<file path="src/rtl/fwsr_pkg.sv">
// Package of the flash status poller: pin bit positions, counts, outcome and mode types.
// Assumes one 200 MHz clock and an asynchronous parallel NOR flash.
package fwsr_pkg;
	// ==========================================================
	// Status bit positions on the data bus
	localparam int POLL_BIT = 7; // Data polling bit
	localparam int TGL1_BIT = 6; // Toggle bit one
	localparam int TOUT_BIT = 5; // Timeout flag
	localparam int EWIN_BIT = 3; // Erase window flag
	localparam int TGL2_BIT = 2; // Toggle bit two
	localparam int ABRT_BIT = 1; // Buffer abort flag
	// ==========================================================
	// Bus timing
	localparam int CLK_PERIOD_NS = 5;
	localparam int ACCESS_NS = 90; // Least read access time
	localparam int ACCESS_CYC = (ACCESS_NS + CLK_PERIOD_NS - 1)
		/ CLK_PERIOD_NS;
	localparam logic [7:0] ACCESS_CNT = 8'(ACCESS_CYC);
	localparam logic [7:0] RECOVER_CNT = 8'h04; // High time between reads
	// ==========================================================
	// Widths and reset values
	localparam int ADDR_W = 22;
	localparam int DATA_W = 8;
	localparam logic [7:0] CNT_RST = 8'h00;
	// ==========================================================
	// Completion outcomes
	typedef enum logic [1:0] {
		FWSR_RES_OK = 2'b00,
		FWSR_RES_FAIL = 2'b01,
		FWSR_RES_ABORT = 2'b10
	} fwsr_res_t;
	// Poll method
	typedef enum logic {
		FWSR_M_TOGGLE = 1'b0,
		FWSR_M_POLL = 1'b1
	} fwsr_mode_t;
endpackage : fwsr_pkg

</file>
<file path="src/rtl/fwsr_rd_if.sv">
// Carrier between the poller sequencer and its bus read engine.
// Assumes both ends share CLK.
interface fwsr_rd_if;
	import fwsr_pkg::*;
	logic req; // Start one read
	logic [ADDR_W-1:0] addr; // Read address
	logic done; // One-cycle pulse, data valid
	logic [DATA_W-1:0] data; // Captured byte
	modport seq (output req, output addr, input done, input data);
	modport eng (input req, input addr, output done, output data);
endinterface : fwsr_rd_if

</file>
<file path="src/rtl/fwsr_poller.sv">
// Host-side completion detector for a NOR flash program or erase.
// Assumes the command sequence was written elsewhere; this block only reads
// status, watches the busy pin, and reports the outcome.
module fwsr_poller
	import fwsr_pkg::*;
(
	input wire logic CLK,
	input wire logic RST_N,
	input wire logic START,
	input wire fwsr_pkg::fwsr_mode_t MODE,
	input wire logic [fwsr_pkg::ADDR_W-1:0] ADDR,
	input wire logic [fwsr_pkg::DATA_W-1:0] EXP_DATA,
	input wire logic ABANDON,
	output logic BUSY,
	output logic DONE,
	output fwsr_pkg::fwsr_res_t RESULT,
	output logic [fwsr_pkg::DATA_W-1:0] FINAL_DATA,
	output logic ERASE_STARTED,
	output logic FLASH_CE_N,
	output logic FLASH_OE_N,
	output logic [fwsr_pkg::ADDR_W-1:0] FLASH_ADDR,
	input wire logic [fwsr_pkg::DATA_W-1:0] FLASH_DQ,
	input wire logic FLASH_READY_BUSY_N
);
	import fwsr_pkg::*;
	// ==========================================================
	// Sequencer state
	typedef enum logic [2:0] {
		FWSR_S_IDLE = 3'b000,
		FWSR_S_RD1 = 3'b001,
		FWSR_S_RD2 = 3'b010,
		FWSR_S_RD3 = 3'b011,
		FWSR_S_FIN = 3'b100,
		FWSR_S_DONE = 3'b101
	} fwsr_st_t;
	typedef struct packed {
		fwsr_st_t st;
		fwsr_mode_t mode;
		logic [ADDR_W-1:0] addr;
		logic [DATA_W-1:0] exp;
		logic [DATA_W-1:0] first; // Earlier read for compare
		logic tout_seen; // Timeout seen, recheck pending
		logic req;
		logic done;
		fwsr_res_t res;
		logic [DATA_W-1:0] fin;
		logic ewin;
		logic pend; // A read is still in flight in the engine
	} fwsr_state_t;
	fwsr_state_t s_r, s_nxt;
	fwsr_rd_if rd ();
	// ==========================================================
	// Read engine; one completed access per request
	fwsr_rd_engine u_eng (
		.clk(CLK),
		.rst_n(RST_N),
		.rd(rd),
		.ce_n(FLASH_CE_N),
		.oe_n(FLASH_OE_N),
		.addr_out(FLASH_ADDR),
		.data_in(FLASH_DQ)
	);
	// Polling bit reached its final value
	function automatic logic poll_done(input logic [DATA_W-1:0] d,
		input logic [DATA_W-1:0] e);
		poll_done = (d[POLL_BIT] == e[POLL_BIT]);
	endfunction : poll_done
	// ==========================================================
	// Sequencer: toggle method reads twice and compares, polling
	// method waits for the true bit and rereads
	always_comb begin
		s_nxt = s_r;
		s_nxt.req = 1'b0;
		s_nxt.done = 1'b0;
		// Track the engine so an abandoned read drains first
		if (rd.done) begin
			s_nxt.pend = 1'b0;
		end
		case (s_r.st)
			FWSR_S_IDLE: begin
				// A request during a draining read would be lost
				if (START && !s_r.pend) begin
					// Address is the programmed, last-buffer or erase-sector one
					s_nxt.addr = ADDR;
					s_nxt.exp = EXP_DATA;
					s_nxt.mode = MODE;
					s_nxt.tout_seen = 1'b0;
					s_nxt.ewin = 1'b0;
					s_nxt.st = FWSR_S_RD1;
					s_nxt.req = 1'b1;
				end
			end
			FWSR_S_RD1: begin
				if (ABANDON) begin
					s_nxt.st = FWSR_S_IDLE;
				end else if (rd.done) begin
					s_nxt.first = rd.data;
					s_nxt.st = FWSR_S_RD2;
					s_nxt.req = 1'b1;
				end
			end
			FWSR_S_RD2: begin
				if (ABANDON) begin
					s_nxt.st = FWSR_S_IDLE;
				end else if (rd.done) begin
					s_nxt.ewin = rd.data[EWIN_BIT];
					s_nxt.first = rd.data;
					s_nxt.req = 1'b1;
					if (s_r.mode == FWSR_M_TOGGLE) begin
						if (rd.data[TGL1_BIT] == s_r.first[TGL1_BIT]) begin
							s_nxt.st = FWSR_S_FIN;
							s_nxt.res = FWSR_RES_OK;
						end else if (s_r.tout_seen) begin
							s_nxt.st = FWSR_S_FIN;
							s_nxt.res = FWSR_RES_FAIL;
						end else if (rd.data[TOUT_BIT]) begin
							s_nxt.tout_seen = 1'b1;
							s_nxt.st = FWSR_S_RD2;
						end else begin
							s_nxt.st = FWSR_S_RD2;
						end
					end else begin
						if (poll_done(rd.data, s_r.exp)) begin
							s_nxt.st = FWSR_S_FIN;
							s_nxt.res = FWSR_RES_OK;
						end else if (rd.data[ABRT_BIT]) begin
							s_nxt.st = FWSR_S_FIN;
							s_nxt.res = FWSR_RES_ABORT;
						end else if (rd.data[TOUT_BIT]) begin
							s_nxt.st = FWSR_S_RD3;
						end else begin
							s_nxt.st = FWSR_S_RD2;
						end
					end
				end
			end
			FWSR_S_RD3: begin
				// Timeout seen: one more poll decides
				if (rd.done) begin
					s_nxt.st = FWSR_S_FIN;
					s_nxt.req = 1'b1;
					s_nxt.res = poll_done(rd.data, s_r.exp) ?
						FWSR_RES_OK : FWSR_RES_FAIL;
				end
			end
			FWSR_S_FIN: begin
				// Extra read gives valid data on all bits
				if (rd.done) begin
					s_nxt.fin = rd.data;
					s_nxt.done = 1'b1;
					s_nxt.st = FWSR_S_DONE;
				end
			end
			FWSR_S_DONE: begin
				s_nxt.st = FWSR_S_IDLE;
			end
			default: s_nxt.st = FWSR_S_IDLE;
		endcase
		// Every request leaves a read outstanding
		if (s_nxt.req) begin
			s_nxt.pend = 1'b1;
		end
	end
	// Register
	always_ff @(posedge CLK or negedge RST_N) begin
		if (!RST_N) begin
			s_r <= '0;
		end else begin
			s_r <= s_nxt;
		end
	end
	// Outputs; the busy pin is a hint only, reads decide
	assign rd.req = s_r.req;
	assign rd.addr = s_r.addr;
	assign BUSY = (s_r.st != FWSR_S_IDLE) || s_r.pend
		|| !FLASH_READY_BUSY_N;
	assign DONE = s_r.done;
	assign RESULT = s_r.res;
	assign FINAL_DATA = s_r.fin;
	assign ERASE_STARTED = s_r.ewin;
	// ==========================================================
	// Checks
	done_after_fin_a: assert property (@(posedge CLK)
		disable iff (!RST_N) DONE |-> $past(s_r.st) == FWSR_S_FIN)
		else $error("done without a final read");
	same_toggle_ok_a: assert property (@(posedge CLK)
		disable iff (!RST_N)
		(s_r.st == FWSR_S_RD2 && rd.done && s_r.mode == FWSR_M_TOGGLE
		&& rd.data[TGL1_BIT] == s_r.first[TGL1_BIT]) |=>
		s_r.st == FWSR_S_FIN && s_r.res == FWSR_RES_OK)
		else $error("steady toggle not taken as done");
	fail_after_tout_a: assert property (@(posedge CLK)
		disable iff (!RST_N)
		(s_r.st == FWSR_S_RD2 && rd.done && s_r.tout_seen
		&& rd.data[TGL1_BIT] != s_r.first[TGL1_BIT]) |=>
		s_r.res == FWSR_RES_FAIL)
		else $error("toggling after timeout not failed");
	abandon_idle_a: assert property (@(posedge CLK)
		disable iff (!RST_N)
		(ABANDON && (s_r.st == FWSR_S_RD1 || s_r.st == FWSR_S_RD2))
		|=> s_r.st == FWSR_S_IDLE)
		else $error("abandon did not restart");
	busy_pin_a: assert property (@(posedge CLK)
		disable iff (!RST_N) !FLASH_READY_BUSY_N |-> BUSY)
		else $error("busy pin ignored");
	// Engine latches the address on the edge after the request
	read_addr_a: assert property (@(posedge CLK)
		disable iff (!RST_N)
		(s_r.st == FWSR_S_IDLE && START && !s_r.pend) |->
		##2 FLASH_ADDR == $past(ADDR, 2))
		else $error("poll address not the requested one");
	poll_ok_a: assert property (@(posedge CLK)
		disable iff (!RST_N)
		(s_r.st == FWSR_S_RD2 && rd.done && s_r.mode == FWSR_M_POLL
		&& rd.data[POLL_BIT] == s_r.exp[POLL_BIT]) |=>
		s_r.st == FWSR_S_FIN)
		else $error("true polling bit not taken");
	abort_res_a: assert property (@(posedge CLK)
		disable iff (!RST_N)
		(s_r.st == FWSR_S_RD2 && rd.done && s_r.mode == FWSR_M_POLL
		&& rd.data[POLL_BIT] != s_r.exp[POLL_BIT] && rd.data[ABRT_BIT])
		|=> s_r.res == FWSR_RES_ABORT)
		else $error("buffer abort not reported");
endmodule : fwsr_poller

</file>
<file path="src/rtl/fwsr_rd_engine.sv">
// Single read cycle engine: drives chip and output enable, samples data.
// Assumes a flash whose data settle within the access time after enables.
module fwsr_rd_engine
	import fwsr_pkg::*;
(
	input wire logic clk,
	input wire logic rst_n,
	fwsr_rd_if.eng rd,
	output logic ce_n,
	output logic oe_n,
	output logic [ADDR_W-1:0] addr_out,
	input wire logic [DATA_W-1:0] data_in
);
	import fwsr_pkg::*;
	// ==========================================================
	// State
	typedef enum logic [1:0] {
		FWSR_E_IDLE = 2'b00,
		FWSR_E_ACC = 2'b01,
		FWSR_E_REC = 2'b10
	} fwsr_est_t;
	typedef struct packed {
		fwsr_est_t st;
		logic [7:0] cnt;
		logic [ADDR_W-1:0] addr;
		logic [DATA_W-1:0] data;
		logic done;
	} fwsr_eng_t;
	fwsr_eng_t s_r, s_nxt;
	// ==========================================================
	// Next state; each read ends by raising both enables, so the
	// device sees one completed access per request
	always_comb begin
		s_nxt = s_r;
		s_nxt.done = 1'b0;
		case (s_r.st)
			FWSR_E_IDLE: begin
				if (rd.req) begin
					s_nxt.st = FWSR_E_ACC;
					s_nxt.addr = rd.addr;
					s_nxt.cnt = ACCESS_CNT;
				end
			end
			FWSR_E_ACC: begin
				// Sample at end of access time
				if (s_r.cnt == 8'h01) begin
					s_nxt.data = data_in;
					s_nxt.st = FWSR_E_REC;
					s_nxt.cnt = RECOVER_CNT;
				end else begin
					s_nxt.cnt = s_r.cnt - 8'h01;
				end
			end
			FWSR_E_REC: begin
				// Enables high: the read is closed
				if (s_r.cnt == 8'h01) begin
					s_nxt.st = FWSR_E_IDLE;
					s_nxt.done = 1'b1;
				end else begin
					s_nxt.cnt = s_r.cnt - 8'h01;
				end
			end
			default: s_nxt.st = FWSR_E_IDLE;
		endcase
	end
	// Register
	always_ff @(posedge clk or negedge rst_n) begin
		if (!rst_n) begin
			s_r <= '0;
		end else begin
			s_r <= s_nxt;
		end
	end
	assign ce_n = (s_r.st != FWSR_E_ACC);
	assign oe_n = (s_r.st != FWSR_E_ACC);
	assign addr_out = s_r.addr;
	assign rd.done = s_r.done;
	assign rd.data = s_r.data;
	// Each read keeps the enables low for the full access time:
	// 18 cycles, 90 ns at 5 ns, then the enables rise again
	access_len_a: assert property (@(posedge clk)
		disable iff (!rst_n)
		$fell(oe_n) |-> !oe_n [*8] ##1 !oe_n [*8] ##1 !oe_n [*2]
		##1 oe_n)
		else $error("read strobe not the full access time");
endmodule : fwsr_rd_engine

</file>
<file path="config.mk">
export PLATFORM = sky130hd
export DESIGN_NAME = fwsr_poller
export DESIGN_NICKNAME = d
export VERILOG_FILES = /design/src/rtl/fwsr_pkg.sv /design/src/rtl/fwsr_rd_if.sv /design/src/rtl/fwsr_poller.sv /design/src/rtl/fwsr_rd_engine.sv
export SDC_FILE = /design/constraint.sdc
export NUM_CORES = 1
export LEC_CHECK = 0
export BUFFER_PORTS_ARGS = -buffer_cell sky130_fd_sc_hd__buf_4
export CAP_MARGIN = 30
export CORE_MARGIN = 1.5
export CORE_UTILIZATION = 53
export CTS_BUF_LIST = sky130_fd_sc_hd__clkbuf_8
export DETAILED_ROUTE_END_ITERATION = 7
export PLACE_DENSITY = 0.89
export SYNTH_ARGS = -nofsm -noshare
export SYNTH_HDL_FRONTEND = slang
export SYNTH_SLANG_ARGS = --single-unit
</file>
<file path="constraint.sdc">
create_clock -name CLK -period 3.9 [get_ports CLK]
set_input_delay 0 -clock CLK [delete_from_list [all_inputs] [get_ports CLK]]
set_output_delay 0 -clock CLK [all_outputs]
set_load 0.05 [all_outputs]
</file>
==> flow_summary.ini <==
[run_status]
outcome = finished clean

[clocking]
clk_pin_slew_ns = 0.08
cts-resized-gates = 0
cts_sinks = 84
clock_path_buffers = 2
cts-root-buf = clkbuf_8
cts_max_level = 3
insertion_delay_ns = 0.35
cts_tree = yes
numCtsBuffers = 9

[layout]
syn_to_final_growth_pct = 23.89
ff_latch_area_um2 = 2102
postLayoutCoreUtil = 0.6727
layout.nets = 481
final_cell_mix = nand2_1, dfrtp_1, buf_4
antenna_cells = 0
layout_commonest_cell = nand2_1
nFillCells = 500
finalNonFillerCells = 535
drive_above_1_share = 0.3096
final_cell_area_um2 = 4827
multi_input_area_um2 = 1449

[floorplanning]
ios = 81
die_area_um2 = 7875
core-area_um2 = 7176
start_util = 0.5430
die_x_um = 88.74
die_y_um = 88.74
rows = 31

[timing]
fmax_mhz = 435.8
tightest_slew_ns = 1.024
timing.setup.tns_ns = 0
fin_crit_ns = 2.295
setup_ws_ns = 1.605
post-route-period-util = 0.5884
hold_slack_ns = 0.05571
grt_setup_unrepaired = false
drv_slew = 0
clock_skew_ns = 0.006287
finalHoldViolations = 0
setup_viol = 0
slew_headroom = 0.3156

[global_routing]
grt_usage = 0.2101
antenna_found_initial = 0
grt_max_degree = 71
grt_pass1_vias = 2754
grt_overflow = 0
grt_pass1_wl_mm = 12.61

[routing]
dr_wl_met3_um = 524
ant_nets = 0
wl_mm = 7.872
firstDrtPassIters = 4
wl_met2_mm = 3.873
vias_per_cell = 5.142
wl_per_cell_um = 14.71
drtIter0Drc = 153
highest_layer = met4
wl_met1_mm = 3.336
drc = 0
vias = 2751

[placement]
place_ws_ns = 1.678
port_buffers = 73
dpl.cell_count = 487
routabilityCongestion = 0.8607
place_area_um2 = 4308
post-dp-hpwl_mm = 5.133

[synth]
ys_types = 45
ys_warn_count = 0
synth.avg_cell_area_um2 = 10.91
synthArstFlopShare = 1.000
syn_nets = 406
synth_enable_flop_cells = 0
yosysSeqAreaShare = 0.5395
synth-seq-cells = 84
syn_area_um2 = 3896
synth_cells = 357
synthFlopType = dfrtp_1

[worst_setup_path]
cp_max_fo = 27
cp-start-kind = flip-flop
crit_required_ns = 4.13
crit_type = reg2reg
arrival_ns = 2.52
end_kind = flip-flop

[pwr]
total_power_mw = 1.556
vdd_drop_max_mv = 0.2090
powerDensity_nw_per_um2 = 322.4
p_leak_nw = 2.529

[worst_hold_path]
hold_path_class = in2async

[run]
max-cap-violations = 0
==> cells in the mapped netlist, types with 2 or more instances <==
cell type / number / area (um2)
a211oi_1: 2 / 15.01
a21o_1: 2 / 15.01
a21oi_1: 4 / 20.02
a22o_1: 6 / 52.55
and2_1: 2 / 12.51
buf_1: 2 / 7.510
buf_2: 6 / 30.03
buf_4: 35 / 262.8
clkbuf_1: 2 / 7.510
dfrtp_1: 84 / 2102
ha_1: 5 / 62.56
inv_1: 10 / 37.54
mux2_2: 31 / 349.1
mux2_4: 8 / 120.1
nand2_1: 87 / 326.6
nand2b_1: 6 / 37.54
nand3_1: 3 / 15.01
nor2_1: 12 / 45.04
nor2b_1: 3 / 18.77
nor3_1: 5 / 25.02
nor4_1: 2 / 12.51
nor4b_1: 2 / 17.52
o211ai_1: 3 / 22.52
o21a_1: 3 / 22.52
o21ai_0: 11 / 55.05
xnor2_1: 2 / 17.52
==> registers in the layout, summed over array words and instances (netlist names), 2 cells and up <==
name,count
FINAL_DATA,8
u_eng.addr_out,22
rd.addr,22
u_eng.rd.data,8
s_r,8
u_eng.s_r,10
RESULT,2
==> timing repair <==
action / in CTS / in global routing
setup buffers: 0 / 0
setup endpoints to repair: 0 / 0
hold endpoints to repair: 116 / 0
hold buffers: 33 / 0
==> critical path, cell delays in order, from the launching register on <==
cell,delay [ns]
dfrtp_1,0.49
nor4_1,0.57
nand2_1,0.73
nand3_1,0.31
nand2_1,0.08
==> where the power goes <==
part | switching, mW | internal [mW]
logic | 0.0319 | 0.0545
clock network | 0.299 | 0.293
registers | 0.00379 | 0.874
==> per-layer routing <==
| layer | up-vias | track usage |
|---|---|---|
| met3 | 13 | 0.05410 |
| met1 | 1323 | 0.2530 |
| met2 | 99 | 0.3616 |
| li1 | 1316 | - |
| met4 | 0 | 0.08097 |
| met5 | - | 0 |
==> cell type report <==
type	instances	share of cell area
multi-input cells	218	0.3002
clock buffers	9	0.02566
repair buffers	109	0.1918
flip-flops and latches	84	0.4355
clock inverters	6	0.01348
inverters	10	0.007776
well taps	99	0.02566
==> final timing paths <==
| path | startpoint | end | slack [ns] | cells past startpoint |
|---|---|---|---|---|
| min in group CLK | ABANDON | ERASE_STARTED$_DFFE_PN0P_ | 0.06 | 5 |
| max in group asynchronous | RST_N | u_eng.s_r[40]$_DFFE_PN0P_ | 3.25 | 3 |
| hold reg to reg | rd.addr[9]$_DFFE_PN0P_ | rd.addr[9]$_DFFE_PN0P_ | 0.48 | 2 |
| setup reg to reg | s_r[56]$_DFFE_PN0P_ | ERASE_STARTED$_DFFE_PN0P_ | 1.61 | 4 |
| hold / removal | RST_N | rd.addr[12]$_DFFE_PN0P_ | 0.06 | 2 |
| setup / recovery | s_r[56]$_DFFE_PN0P_ | ERASE_STARTED$_DFFE_PN0P_ | 1.61 | 4 |
==> cell families after synthesis <==
family,synth area share
buf+inv,0.08863
compound gates,0.07129
mux,0.1230
simple gates,0.1570
fa+ha+maj,0.01606
flops,0.5395
xor+xnor,0.004497
No activity file was read; power rests on OpenSTA's default activity.
